**src/chip_select_pkg.sv**
```systemverilog
`default_nettype none
package chip_select_pkg;

   // ***********************************************************
   // Widths
   // ***********************************************************
   localparam int AXI_ADDR_W = 12;
   localparam int AXI_DATA_W = 32;
   localparam int CFG_W      = 16;
   localparam int BUS_ADDR_W = 20;

   // ***********************************************************
   // Register indices (byte address is four times the index)
   // ***********************************************************
   localparam logic [9:0] IDX_UPPER  = 10'h0_0A0;
   localparam logic [9:0] IDX_LOW    = 10'h0_0A2;
   localparam logic [9:0] IDX_PERIPH = 10'h0_0A4;
   localparam logic [9:0] IDX_AUX    = 10'h0_0A8;
   localparam logic [9:0] IDX_STATUS = 10'h0_0B0;

   // ***********************************************************
   // Reset values
   // ***********************************************************
   localparam logic [15:0] UPPER_RESET  = 16'hF03B;
   localparam logic [15:0] LOW_RESET    = 16'h0000;
   localparam logic [15:0] PERIPH_RESET = 16'h0000;
   localparam logic [15:0] AUX_RESET    = 16'h0000;

   // ***********************************************************
   // Field positions
   // ***********************************************************
   localparam int WAIT_LO_POS     = 0;
   localparam int READY_IGN_POS   = 2;
   localparam int WAIT_HI_POS     = 3;
   localparam int RAM_MODE_POS    = 6;
   localparam int SPACE_POS       = 6;
   localparam int ADDR_OFF_POS    = 7;
   localparam int PIN_FUNC_POS    = 7;
   localparam int BOUNDARY_POS    = 12;
   localparam int BASE_POS        = 7;
   localparam int BASE_SHIFT      = 11;

   // ***********************************************************
   // Decode constants
   // ***********************************************************
   localparam logic [19:0] PCS_SPAN      = 20'h0_0700;
   localparam logic [2:0]  PCS_HOLE_LINE = 3'h4;
   localparam logic [2:0]  PCS_LINE_HIGH = 3'h3;
   localparam logic [15:0] BLOCK_LOW16   = 16'h0000;
   localparam logic [15:0] BLOCK_HIGH16  = 16'hFFFF;
   localparam logic [3:0]  IO_TOP_NIBBLE = 4'h0;
   localparam logic [3:0]  WAIT_NONE     = 4'h0;
   localparam logic [3:0]  WAIT_ONE      = 4'h1;

   localparam logic [1:0]  RESP_OKAY   = 2'b00;
   localparam logic [1:0]  RESP_SLVERR = 2'b10;

   typedef enum logic [2:0]
   {
      SEL_NONE   = 3'b000,
      SEL_UPPER  = 3'b001,
      SEL_LOW    = 3'b010,
      SEL_PERIPH = 3'b011,
      SEL_AUX    = 3'b100,
      SEL_STATUS = 3'b101
   } reg_sel_t;

   typedef enum logic [0:0]
   {
      CYC_IDLE   = 1'b0,
      CYC_ACTIVE = 1'b1
   } cyc_state_t;

   typedef struct packed
   {
      logic [19:0] addr;
      logic        is_mem;
   } bus_cycle_t;

endpackage
`default_nettype wire

```
**src/chip_select_decoder.sv**
```systemverilog
`timescale 1ns/1ns
`default_nettype none

// Behaviour
// - Each peripheral select asserts over its own 256-byte window, with bus cycle timing.
// - Lines 0-3 in consecutive windows from base; 1024-1279 unused; lines 5, 6 follow.
// - Peripheral register bits 15-7 hold base address bits 19-11.
// - Lines 0-3 wait code maps 0,1,2,3,5,7,9,15 wait states.
// - Lines 0-3 ready bit set ignores external ready; waits still inserted.
// - Peripheral selects stay inactive until peripheral and auxiliary registers are written.
// - Lines 5, 6 take 0-3 waits, ready mode and space from auxiliary register.
// - Low select disabled after reset, enabled by any write; block starts at zero.
// - Low boundary field sets block end 0FFFFh, 1FFFFh, 3FFFFh or 7FFFFh.
// - Low register address-off bit stops driving the multiplexed address; resets to zero.
// - Upper register address-off bit stops address drive during upper select cycles.
// - Strap low at reset release forces the multiplexed address always driven.
// - Low register bit 6 enables refreshed RAM mode; refresh set up first.
// - Low select ready bit ignores ready when set; bits 1-0 give 0-3 waits.
// - Upper select active after reset at F0000h, ready required, three waits.
// - Upper block ends at FFFFFh; lower boundary field sets its start.
// - Upper select ready bit ignores ready when set; bits 1-0 give 0-3 waits.
// - Pin-function bit makes lines 6, 5 selects when 1, latched a2, a1 when 0.
// - Space bit 1 answers memory cycles, 0 answers I/O cycles.
module chip_select_decoder
   import chip_select_pkg::*;
(
   input  wire logic                  aclk,
   input  wire logic                  aresetn,
   input  wire logic [AXI_ADDR_W-1:0] s_axil_awaddr,
   input  wire logic                  s_axil_awvalid,
   output logic                       s_axil_awready,
   input  wire logic [AXI_DATA_W-1:0] s_axil_wdata,
   input  wire logic [3:0]            s_axil_wstrb,
   input  wire logic                  s_axil_wvalid,
   output logic                       s_axil_wready,
   output logic [1:0]                 s_axil_bresp,
   output logic                       s_axil_bvalid,
   input  wire logic                  s_axil_bready,
   input  wire logic [AXI_ADDR_W-1:0] s_axil_araddr,
   input  wire logic                  s_axil_arvalid,
   output logic                       s_axil_arready,
   output logic [AXI_DATA_W-1:0]      s_axil_rdata,
   output logic [1:0]                 s_axil_rresp,
   output logic                       s_axil_rvalid,
   input  wire logic                  s_axil_rready,
   input  wire logic                  cyc_start,
   input  wire bus_cycle_t            cyc_req,
   output logic                       cyc_done,
   input  wire logic                  ext_ready,
   input  wire logic                  addr_enable_strap_n,
   output logic                       upper_sel_n,
   output logic                       low_sel_n,
   output logic [6:0]                 periph_sel_n,
   output logic                       addr_drive_en,
   output logic                       refreshed_ram_mode
);

   // ***********************************************************
   // Functions
   // ***********************************************************
   function automatic reg_sel_t decode_reg(input logic [AXI_ADDR_W-1:0] a);
      reg_sel_t s;
      s = SEL_NONE;
      if (a == {IDX_UPPER, 2'b00})
         s = SEL_UPPER;
      else if (a == {IDX_LOW, 2'b00})
         s = SEL_LOW;
      else if (a == {IDX_PERIPH, 2'b00})
         s = SEL_PERIPH;
      else if (a == {IDX_AUX, 2'b00})
         s = SEL_AUX;
      else if (a == {IDX_STATUS, 2'b00})
         s = SEL_STATUS;
      return s;
   endfunction

   function automatic logic [CFG_W-1:0] merge_lanes(input logic [CFG_W-1:0] old_v,
                                                    input logic [AXI_DATA_W-1:0] d,
                                                    input logic [3:0] strb);
      logic [CFG_W-1:0] r;
      r = old_v;
      if (strb[0])
         r[7:0] = d[7:0];
      if (strb[1])
         r[15:8] = d[15:8];
      return r;
   endfunction

   function automatic logic [3:0] periph_waits(input logic [CFG_W-1:0] cfg);
      logic [2:0] code;
      logic [3:0] n;
      code = {cfg[WAIT_HI_POS], cfg[WAIT_LO_POS+1], cfg[WAIT_LO_POS]};
      unique case (code)
         3'b000 : n = 4'h0;
         3'b001 : n = 4'h1;
         3'b010 : n = 4'h2;
         3'b011 : n = 4'h3;
         3'b100 : n = 4'h5;
         3'b101 : n = 4'h7;
         3'b110 : n = 4'h9;
         3'b111 : n = 4'hF;
      endcase
      return n;
   endfunction

   function automatic logic [3:0] short_waits(input logic [CFG_W-1:0] cfg);
      return {2'b00, cfg[WAIT_LO_POS+1:WAIT_LO_POS]};
   endfunction

   // ***********************************************************
   // Registers and state
   // ***********************************************************
   logic [CFG_W-1:0]      upper_cfg_reg;
   logic [CFG_W-1:0]      low_cfg_reg;
   logic [CFG_W-1:0]      periph_cfg_reg;
   logic [CFG_W-1:0]      aux_cfg_reg;
   logic                  low_enabled_reg;
   logic                  periph_written_reg;
   logic                  aux_written_reg;
   logic                  aw_held_reg;
   logic                  w_held_reg;
   logic [AXI_ADDR_W-1:0] aw_addr_reg;
   logic [AXI_DATA_W-1:0] w_data_reg;
   logic [3:0]            w_strb_reg;
   logic                  ready_sync1_reg;
   logic                  ready_sync2_reg;
   logic                  strap_sync1_reg;
   logic                  strap_sync2_reg;
   logic                  strap_taken_reg;
   logic                  strap_force_reg;
   cyc_state_t            cyc_state_reg;
   logic [3:0]            wait_cnt_reg;
   logic                  ready_ignore_reg;
   logic [1:0]            last_hit_reg;

   logic                  wr_fire;
   reg_sel_t              wr_sel;
   logic                  periph_active;

   assign wr_fire       = aw_held_reg && w_held_reg && !s_axil_bvalid;
   assign wr_sel        = decode_reg(aw_addr_reg);
   assign periph_active = periph_written_reg && aux_written_reg;

   // ***********************************************************
   // AXI4-Lite write channels
   // ***********************************************************
   always_ff @(posedge aclk)
      if (!aresetn)
      begin
         aw_held_reg    <= 1'b0;
         s_axil_awready <= 1'b0;
         aw_addr_reg    <= '0;
      end
      else if (s_axil_awvalid && s_axil_awready)
      begin
         aw_addr_reg    <= s_axil_awaddr;
         aw_held_reg    <= 1'b1;
         s_axil_awready <= 1'b0;
      end
      else if (wr_fire)
         aw_held_reg <= 1'b0;
      else if (!aw_held_reg && !s_axil_bvalid)
         s_axil_awready <= 1'b1;

   always_ff @(posedge aclk)
      if (!aresetn)
      begin
         w_held_reg    <= 1'b0;
         s_axil_wready <= 1'b0;
         w_data_reg    <= '0;
         w_strb_reg    <= '0;
      end
      else if (s_axil_wvalid && s_axil_wready)
      begin
         w_data_reg    <= s_axil_wdata;
         w_strb_reg    <= s_axil_wstrb;
         w_held_reg    <= 1'b1;
         s_axil_wready <= 1'b0;
      end
      else if (wr_fire)
         w_held_reg <= 1'b0;
      else if (!w_held_reg && !s_axil_bvalid)
         s_axil_wready <= 1'b1;

   always_ff @(posedge aclk)
      if (!aresetn)
      begin
         s_axil_bvalid <= 1'b0;
         s_axil_bresp  <= RESP_OKAY;
      end
      else if (wr_fire)
      begin
         s_axil_bvalid <= 1'b1;
         s_axil_bresp  <= (wr_sel == SEL_NONE || wr_sel == SEL_STATUS) ? RESP_SLVERR : RESP_OKAY;
      end
      else if (s_axil_bready)
         s_axil_bvalid <= 1'b0;

   // ***********************************************************
   // Configuration registers
   // ***********************************************************
   always_ff @(posedge aclk)
      if (!aresetn)
         upper_cfg_reg <= UPPER_RESET;
      else if (wr_fire && wr_sel == SEL_UPPER)
         upper_cfg_reg <= merge_lanes(upper_cfg_reg, w_data_reg, w_strb_reg);

   // Any write enables the low select, even one with no byte lanes set
   always_ff @(posedge aclk)
      if (!aresetn)
      begin
         low_cfg_reg     <= LOW_RESET;
         low_enabled_reg <= 1'b0;
      end
      else if (wr_fire && wr_sel == SEL_LOW)
      begin
         low_cfg_reg     <= merge_lanes(low_cfg_reg, w_data_reg, w_strb_reg);
         low_enabled_reg <= 1'b1;
      end

   always_ff @(posedge aclk)
      if (!aresetn)
      begin
         periph_cfg_reg     <= PERIPH_RESET;
         periph_written_reg <= 1'b0;
      end
      else if (wr_fire && wr_sel == SEL_PERIPH)
      begin
         periph_cfg_reg     <= merge_lanes(periph_cfg_reg, w_data_reg, w_strb_reg);
         periph_written_reg <= 1'b1;
      end

   always_ff @(posedge aclk)
      if (!aresetn)
      begin
         aux_cfg_reg     <= AUX_RESET;
         aux_written_reg <= 1'b0;
      end
      else if (wr_fire && wr_sel == SEL_AUX)
      begin
         aux_cfg_reg     <= merge_lanes(aux_cfg_reg, w_data_reg, w_strb_reg);
         aux_written_reg <= 1'b1;
      end

   always_ff @(posedge aclk)
      if (!aresetn)
         refreshed_ram_mode <= 1'b0;
      else
         refreshed_ram_mode <= low_enabled_reg && low_cfg_reg[RAM_MODE_POS];

   // ***********************************************************
   // AXI4-Lite read channel
   // ***********************************************************
   always_ff @(posedge aclk)
      if (!aresetn)
      begin
         s_axil_arready <= 1'b0;
         s_axil_rvalid  <= 1'b0;
         s_axil_rdata   <= '0;
         s_axil_rresp   <= RESP_OKAY;
      end
      else if (s_axil_arvalid && s_axil_arready)
      begin
         s_axil_arready <= 1'b0;
         s_axil_rvalid  <= 1'b1;
         s_axil_rresp   <= RESP_OKAY;
         unique case (decode_reg(s_axil_araddr))
            SEL_UPPER  : s_axil_rdata <= {16'h0000, upper_cfg_reg};
            SEL_LOW    : s_axil_rdata <= {16'h0000, low_cfg_reg};
            SEL_PERIPH : s_axil_rdata <= {16'h0000, periph_cfg_reg};
            SEL_AUX    : s_axil_rdata <= {16'h0000, aux_cfg_reg};
            SEL_STATUS : s_axil_rdata <= {24'h00_0000, last_hit_reg, strap_force_reg, aux_written_reg,
                                          periph_written_reg, low_enabled_reg, periph_active,
                                          cyc_state_reg == CYC_ACTIVE};
            SEL_NONE   :
            begin
               s_axil_rdata <= '0;
               s_axil_rresp <= RESP_SLVERR;
            end
            default    :
            begin
               s_axil_rdata <= '0;
               s_axil_rresp <= RESP_SLVERR;
            end
         endcase
      end
      else if (s_axil_rvalid && s_axil_rready)
         s_axil_rvalid <= 1'b0;
      else if (!s_axil_rvalid)
         s_axil_arready <= 1'b1;

   // ***********************************************************
   // Pin synchronisers and strap capture
   // ***********************************************************
   // Left out of reset so the strap is already settled at release
   always_ff @(posedge aclk)
   begin
      ready_sync1_reg <= ext_ready;
      ready_sync2_reg <= ready_sync1_reg;
      strap_sync1_reg <= addr_enable_strap_n;
      strap_sync2_reg <= strap_sync1_reg;
   end

   always_ff @(posedge aclk)
      if (!aresetn)
      begin
         strap_taken_reg <= 1'b0;
         strap_force_reg <= 1'b0;
      end
      else if (!strap_taken_reg)
      begin
         strap_taken_reg <= 1'b1;
         strap_force_reg <= !strap_sync2_reg;
      end

   // ***********************************************************
   // Address decode for a starting bus cycle
   // ***********************************************************
   logic        upper_hit;
   logic        low_hit;
   logic        periph_hit;
   logic        space_ok;
   logic [19:0] periph_base;
   logic [19:0] periph_off;
   logic [2:0]  periph_line;
   logic        pins_as_selects;

   assign pins_as_selects = aux_cfg_reg[PIN_FUNC_POS];
   assign periph_base     = {periph_cfg_reg[CFG_W-1:BASE_POS], 11'h000};
   assign periph_off      = cyc_req.addr - periph_base;
   assign periph_line     = periph_off[10:8];

   // I/O cycles match on the full compare; software keeps the base top nibble zero
   assign space_ok = aux_cfg_reg[SPACE_POS] ? cyc_req.is_mem
                     : (!cyc_req.is_mem && cyc_req.addr[19:16] == IO_TOP_NIBBLE);

   assign upper_hit = cyc_req.is_mem
                      && cyc_req.addr >= {1'b1, upper_cfg_reg[BOUNDARY_POS+2:BOUNDARY_POS], BLOCK_LOW16};
   assign low_hit   = cyc_req.is_mem && low_enabled_reg
                      && cyc_req.addr <= {1'b0, low_cfg_reg[BOUNDARY_POS+2:BOUNDARY_POS], BLOCK_HIGH16};
   assign periph_hit = periph_active && space_ok && periph_off < PCS_SPAN
                       && periph_line != PCS_HOLE_LINE
                       && (periph_line <= PCS_LINE_HIGH || pins_as_selects);

   // ***********************************************************
   // Bus cycle sequencing
   // ***********************************************************
   logic cyc_accept;
   logic cyc_finish;

   assign cyc_accept = cyc_start && cyc_state_reg == CYC_IDLE;
   assign cyc_finish = cyc_state_reg == CYC_ACTIVE && wait_cnt_reg == WAIT_NONE
                       && (ready_ignore_reg || ready_sync2_reg);

   always_ff @(posedge aclk)
      if (!aresetn)
         cyc_state_reg <= CYC_IDLE;
      else
         unique case (cyc_state_reg)
            CYC_IDLE   : if (cyc_accept) cyc_state_reg <= CYC_ACTIVE;
            CYC_ACTIVE : if (cyc_finish) cyc_state_reg <= CYC_IDLE;
         endcase

   always_ff @(posedge aclk)
      if (!aresetn)
         cyc_done <= 1'b0;
      else
         cyc_done <= cyc_finish;

   // Waits count down first; ready is only looked at once they are spent
   always_ff @(posedge aclk)
      if (!aresetn)
      begin
         wait_cnt_reg     <= WAIT_NONE;
         ready_ignore_reg <= 1'b0;
         last_hit_reg     <= 2'b00;
      end
      else if (cyc_accept)
      begin
         if (upper_hit)
         begin
            wait_cnt_reg     <= short_waits(upper_cfg_reg);
            ready_ignore_reg <= upper_cfg_reg[READY_IGN_POS];
            last_hit_reg     <= 2'b01;
         end
         else if (low_hit)
         begin
            wait_cnt_reg     <= short_waits(low_cfg_reg);
            ready_ignore_reg <= low_cfg_reg[READY_IGN_POS];
            last_hit_reg     <= 2'b10;
         end
         else if (periph_hit && periph_line <= PCS_LINE_HIGH)
         begin
            wait_cnt_reg     <= periph_waits(periph_cfg_reg);
            ready_ignore_reg <= periph_cfg_reg[READY_IGN_POS];
            last_hit_reg     <= 2'b11;
         end
         else if (periph_hit)
         begin
            wait_cnt_reg     <= short_waits(aux_cfg_reg);
            ready_ignore_reg <= aux_cfg_reg[READY_IGN_POS];
            last_hit_reg     <= 2'b11;
         end
         else
         begin
            wait_cnt_reg     <= WAIT_NONE;
            ready_ignore_reg <= 1'b0;
            last_hit_reg     <= 2'b00;
         end
      end
      else if (cyc_state_reg == CYC_ACTIVE && wait_cnt_reg != WAIT_NONE)
         wait_cnt_reg <= wait_cnt_reg - WAIT_ONE;

   // ***********************************************************
   // Select and address drive outputs
   // ***********************************************************
   always_ff @(posedge aclk)
      if (!aresetn)
      begin
         upper_sel_n <= 1'b1;
         low_sel_n   <= 1'b1;
      end
      else if (cyc_accept)
      begin
         upper_sel_n <= !upper_hit;
         low_sel_n   <= !(low_hit && !upper_hit);
      end
      else if (cyc_finish)
      begin
         upper_sel_n <= 1'b1;
         low_sel_n   <= 1'b1;
      end

   // In address mode lines 6, 5 carry a2, a1 of the last cycle and hold them
   always_ff @(posedge aclk)
      if (!aresetn)
         periph_sel_n <= 7'h7F;
      else if (cyc_accept)
      begin
         for (int i = 0; i < 7; i++)
            periph_sel_n[i] <= !(periph_hit && !upper_hit && !low_hit && periph_line == 3'(i));
         if (periph_active && !pins_as_selects)
         begin
            periph_sel_n[5] <= cyc_req.addr[1];
            periph_sel_n[6] <= cyc_req.addr[2];
         end
      end
      else if (cyc_finish)
      begin
         periph_sel_n[4:0] <= 5'h1F;
         if (pins_as_selects || !periph_active)
            periph_sel_n[6:5] <= 2'b11;
      end

   always_ff @(posedge aclk)
      if (!aresetn)
         addr_drive_en <= 1'b0;
      else if (cyc_accept)
         addr_drive_en <= strap_force_reg
                          || (!low_cfg_reg[ADDR_OFF_POS]
                              && !(upper_hit && upper_cfg_reg[ADDR_OFF_POS]));
      else if (cyc_finish)
         addr_drive_en <= 1'b0;

endmodule
`default_nettype wire

```
**config.mk**
```make
export PLATFORM = sky130hd
export DESIGN_NAME = chip_select_decoder
export DESIGN_NICKNAME = d
export VERILOG_FILES = /design/src/chip_select_pkg.sv /design/src/chip_select_decoder.sv
export SDC_FILE = /design/constraint.sdc
export NUM_CORES = 1
export LEC_CHECK = 0
export BUFFER_PORTS_ARGS = -buffer_cell sky130_fd_sc_hd__clkbuf_2
export CAP_MARGIN = 20
export CORE_UTILIZATION = 30
export DETAILED_ROUTE_END_ITERATION = 10
export PLACE_DENSITY_LB_ADDON = 0.08
export SLEW_MARGIN = 30
export SYNTH_ARGS = -nofsm -noshare
export SYNTH_HDL_FRONTEND = slang
export SYNTH_SLANG_ARGS = --single-unit
```
**constraint.sdc**
```tcl
create_clock -name aclk -period 4.33 [get_ports aclk]
set_input_delay 0.2165 -clock aclk [delete_from_list [all_inputs] [get_ports aclk]]
set_output_delay 0.2165 -clock aclk [all_outputs]
set_load 0.1 [all_outputs]
```
# Word level (Yosys, flattened, before mapping)
# Memories as Yosys holds them, arrays and structs flattened. A register that Yosys moved wholly into a read port is not among the register bits.
# Cells that the tools add are included.
[totals]
regBits = 166
romBits = 32
input_bits = 91
elab_cells = 224
mem_count = 1
[mem_list]
columns = ["name", "depth", "width", "rd", "rd_ports_with_merged_regs", "wr", "line", "rtl"]
rows = [
  ["(no name shown)", 8, 4, 1, 1, 0, "chip_select_decoder.sv:93", "unique case (code)"],
]
[classes]
n_addsub = 2
order_cmp = 4
eq_ne = 27
mux = 52
bitwise = 5
n_reduce_logical = 92
[op_table]
columns = ["operator", "count"]
rows = [
  ["$eq A12 B10 Y1 const B", 10],
  ["$pmux W16 S5", 1],
  ["$mux W3", 14],
  ["$logic_and A1 B1 Y1", 40],
  ["$reduce_and A2 Y1", 12],
  ["$eq A3 B3 Y1 const B", 7],
  ["$ge A20 B20 Y1", 1],
  ["$le A20 B19 Y1", 1],
  ["$lt A20 B11 Y1 const B", 1],
  ["$mux W1", 20],
  ["$mux W4", 5],
  ["$sub A20 B20 Y20", 1],
  ["$logic_not A1 Y1", 19],
  ["$eq A3 B2 Y1 const B", 6],
  ["$mux W2", 9],
  ["$mux W7", 2],
  ["$reduce_bool A2 Y1", 7],
  ["$eq A3 B1 Y1 const B", 3],
  ["$logic_not A4 Y1", 2],
  ["$logic_not A3 Y1", 2],
  ["$reduce_or A2 Y1", 3],
  ["$logic_or A1 B1 Y1", 5],
  ["$not A1 Y1", 5],
  ["$reduce_or A5 Y1", 1],
  ["5 further kinds", 5],
]

# Logic depth before layout (Yosys ltp)
[depth]
word_depth = 13
mapped_depth = 11
depth_no_buf = 10

# Worst setup path before layout
# No wires, ideal clock.
[synth_path]
kind = "reg-to-reg"
startpoint = "register periph_cfg_reg[7]"
endpoint = "register periph_sel_n[6]"
setup_ns = 0.125
arrival_time_ns = 2.696
required_time_ns = 4.205
setup_slack_ns = 1.509
path_stages_with_launch = 9
path_buffers = 0
period_less_slack_ns = 2.821
cell_sequence = "dfxtp_1 ha_1 inv_1 fa_1 or4b_1 a2111o_1 nor4_2 nand4b_1 o41a_1"
[synth_via]
elab_chain_len = 11
[synth_lines]
columns = ["item", "line", "rtl"]
rows = [
  ["start: declaration", "chip_select_decoder.sv:115", "logic [CFG_W-1:0] periph_cfg_reg;"],
  ["start signal: assignment", "chip_select_decoder.sv:229", "periph_cfg_reg <= merge_lanes(periph_cfg_reg, w_data_reg, w_strb_reg);"],
  ["$sub A20 B20 Y20", "chip_select_decoder.sv:330", "assign periph_off = cyc_req.addr - periph_base;"],
  ["$lt A20 B11 Y1", "chip_select_decoder.sv:341", "assign periph_hit = periph_active && space_ok && periph_off < PCS_SPAN"],
  ["$logic_and A1 B1 Y1", "chip_select_decoder.sv:341", ""],
  ["$logic_and A1 B1 Y1", "chip_select_decoder.sv:342", "&& periph_line != PCS_HOLE_LINE"],
  ["$logic_and A1 B1 Y1", "chip_select_decoder.sv:343", "&& (periph_line <= PCS_LINE_HIGH || pins_as_selects);"],
  ["$logic_and A1 B1 Y1 (3 in series)", "chip_select_decoder.sv:441", "periph_sel_n[i] <= !(periph_hit && !upper_hit && !low_hit && periph_line == 3'(i));"],
  ["$logic_not A1 Y1", "chip_select_decoder.sv:441", ""],
  ["$mux W2", "chip_select_decoder.sv:442", "if (periph_active && !pins_as_selects)"],
  ["$mux W7", "chip_select_decoder.sv:438", "else if (cyc_accept)"],
  ["end signal: indexed assignment", "chip_select_decoder.sv:441", ""],
  ["end signal: assignment", "chip_select_decoder.sv:445", "periph_sel_n[6] <= cyc_req.addr[2];"],
  ["end: declaration", "chip_select_decoder.sv:53", "output logic [6:0] periph_sel_n,"],
]
# Every way passes these cells.
# A chain may end at the register's enable or synchronous reset.

# Worst setup path after layout
# Same ends and word-level chain as after synthesis.

==> summary.txt <==
Die Y-Extent - 153 um
Main area contributors after synthesis - dfxtp_1 (44%), nand2_1 (7.1%), a21oi_1 (6.9%), mux2i_1 (4.4%), nor2_1 (3.7%)
Final-stage net count - 1,039
Clock tree from TritonCTS - built
Average footprint of a synthesized cell - 8.38 um^2
Share of post-route cells with drive strength above 1 - 17.8%
Sequential cell area fraction in the yosys report - 44.5%
Placement row count - 54
Number of logic stages on the critical path including buffering - 8
Clk_lat worst skew - 0.43 ns
Number of warning messages in the yosys log - 0
Number of buffers added by the clock tree synthesis step - 17
Total of endpoints with negative setup slack in the final report - 0
Share of the clock period used by the worst path - 81.0%
Final Instance Count excl. Fillers - 1,224
Weighted congestion reported at the end of routability-driven placement - 0.765
Count of H-tree levels built during CTS - 4
Half-perimeter wire length of the detailed placement result - 14.9 mm
Distinct cell type count of the synthesized netlist - 69
Post-detailed-routing wire length - 21.1 mm
Sequential standard cell area - 0.00304 mm^2
Routed len/inst - 17.2 um
Antenna-violating nets left - 0
Critical path type - flop to flop
Largest delay contributor family on the critical path - simple AND/OR/NAND/NOR gates
CP max FO - 11
Count of buffers from port buffering - 107
Pin count of the biggest net entering global routing - 60
Maximum clock rate - 0.285 GHz
Ranking of synthesized cells by instance count - dfxtp_1 (152), nand2_1 (130), a21oi_1 (94)
Area growth from synthesis to layout - 22.7%
# diodes - 0
Violation count after the first detailed-route iteration - 312
Unrepaired setup endpoints after global routing - no
Area of the mapped netlist - 0.00684 mm^2
Source of the critical timing path - periph_cfg_reg[7]
Most numerous cell in the Yosys netlist - dfxtp_1
Maximum number of buffers from clock root to sink - 2
Chain of cells forming the critical path - ha_1 -> inv_1 -> fa_1 -> or4b_1 -> a2111o_1 -> nor4_2 -> nand4b_1 -> o41a_1
Tightest Hold Check Type - primary input to flop
Endpoint class of the critical path - flop
Setup slack of the most critical reg-to-reg path - 0.82 ns
First-pass iteration count of the detailed router - 8
Total of cells resized after clock tree synthesis - 0
Ports - 144
Total overflow reported by the global router - 0
Routed vias - 6,146
Slew Limit Fails - 0
Total count of hold-check failures in the final report - 0
Total of flip-flops plus latches after synthesis - 152
Placeable core area - 0.0221 mm^2
TritonCTS sink count - 152
Die area - 0.0234 mm^2
Min Hold Slack - 0.0168 ns
Area used by multi-input combinational logic - 0.00348 mm^2
Initial antenna violation count - 0
Slowest stage delay, CP - 0.56 ns
Actual slew at the worst max-slew pin - 0.813 ns
Synth async-reset ratio - 0%
Number of post-CTS setup repair buffers - 0
Total negative slack for setup checks - 0 ns
CTS Hold Bufs - 15
Number of fillers in the final layout - 2,350
Critical R2R Launch - periph_cfg_reg[7]
Clock-pin slew on the worst setup and hold paths - 0.07 ns
Post-synthesis cell type with the largest combined area - dfxtp_1
RR Endpoint - periph_sel_n[6]
Worst max-slew margin expressed relative to the limit - 45.4%
Kind of launch point of the worst setup path - flop
Maximum resistive drop on vdd - 0.185 mV
Share of the synthesized area in the top cell type - 44.5%
Number of DRC violations after detailed routing - 0
Clock Root Buffer - clkbuf_16
Per-cell via count in the routed design - 5.02
Max Clock Skew - 0.0117 ns
Static Leakage - 3.39 nW
Shortest period the worst path allows - 3.51 ns
Number of buffers and inverters on the critical path - 1
Number of global-route vias before repair - 5,904
Count of maximum capacitance violations - 0
Cell area reported after detailed placement - 0.00764 mm^2
Crit path arrival time - 3.81 ns
Dominant synthesized flop cell - dfxtp_1
Final cell area excluding filler cells - 0.00839 mm^2
Horizontal extent of the die - 153 um
Power density normalized to cell area - 400 mW/mm^2
Number of flops mapped to enable cells by yosys - 0
Run status - completed
Worst EP required - 4.63 ns
Endpoint of the most critical setup path - periph_sel_n[6]
R2R depth - 8
Placed cells - 1,177
Total routing usage reported by global routing - 18.4%
Wire length of the first global-routing pass - 33.3 mm
Number of standard cells after synthesis - 817
Master of the slowest instance on the critical path - o41a_1
Initial core utilization - 31.0%
[tightest hold or removal path: stages]
cell      delay (ns)
clkbuf_2        0.08
nand2_1         0.05
a21oi_1         0.05
[per-stage QoR]
step	power (mW)	setup WS (ns)	util, %
finish	3.36	0.824	38.0
global route	3.48	0.622	38.0
CTS	3.39	0.746	38.0
detailed placement	1.84	0.755	34.6
global placement	1.84	0.799	34.6
floorplan	1.75	1.51	-
[cell usage in the layout (no fill, tap or decap), types with 18 or more instances in the layout]
cell      instances
conb_1           18
nor2_1           68
mux2i_1          30
clkbuf_2        107
nand2_1         130
nand3_1          41
o21ai_0          29
inv_1            27
a21oi_1          94
dfxtp_1         152
[how the worst min path moves through the flow]
| stage | from | endpoint | cells past startpoint |
|---|---|---|---|
| finish | s_axil_wdata[1] | w_data_reg[1] | 3 |
| CTS | s_axil_wdata[1] | w_data_reg[1] | 3 |
| floorplan | ext_ready | ready_sync1_reg | 0 |
| global placement | strap_sync1_reg | strap_sync2_reg | 0 |
| detailed placement | strap_sync1_reg | strap_sync2_reg | 0 |
| global route | s_axil_wdata[3] | w_data_reg[3] | 3 |
[area by class of cell]
class	count	share of cell area (%)
Tap cell	280	4.17
Clock buffer	19	5.16
Timing Repair Buffer	139	9.69
Inverter	28	1.25
Multi-Input combinational cell	593	41.5
Sequential cell	152	36.2
Clock inverter	13	2.03
[logic make-up (layout without fill, tap and decap cells)]
logic type | after synthesis | count (layout) | synth area share [%]
fa+ha+maj | 18 | 18 | 3.36
other cells | 1 | 18 | 0.0548
buf+inv | 89 | 199 | 5.90
mux | 32 | 32 | 4.72
compound gates | 210 | 210 | 19.6
flops | 152 | 152 | 44.5
xor+xnor | 5 | 5 | 0.640
simple gates | 310 | 310 | 21.3
[power by group]
part	leakage (nW)	internal [mW]	switching, mW
Combinational	1.87	0.0984	0.249
Clock	0.290	0.915	0.627
Sequential	1.23	1.43	0.0377
Total	3.39	2.44	0.913
[metal layers]
metal  track usage, %  share of wire [%]  wire length (um)  vias up
met5                0                  0                 0        -
met4             5.19               0.94               198        0
met3             3.80                4.2               885       10
met2             30.0                 46              9680      148
met1             24.4                 49             10300     2876
li1                 -                  -                 -     3112
Note: power is estimated with default switching activity, not from simulation.
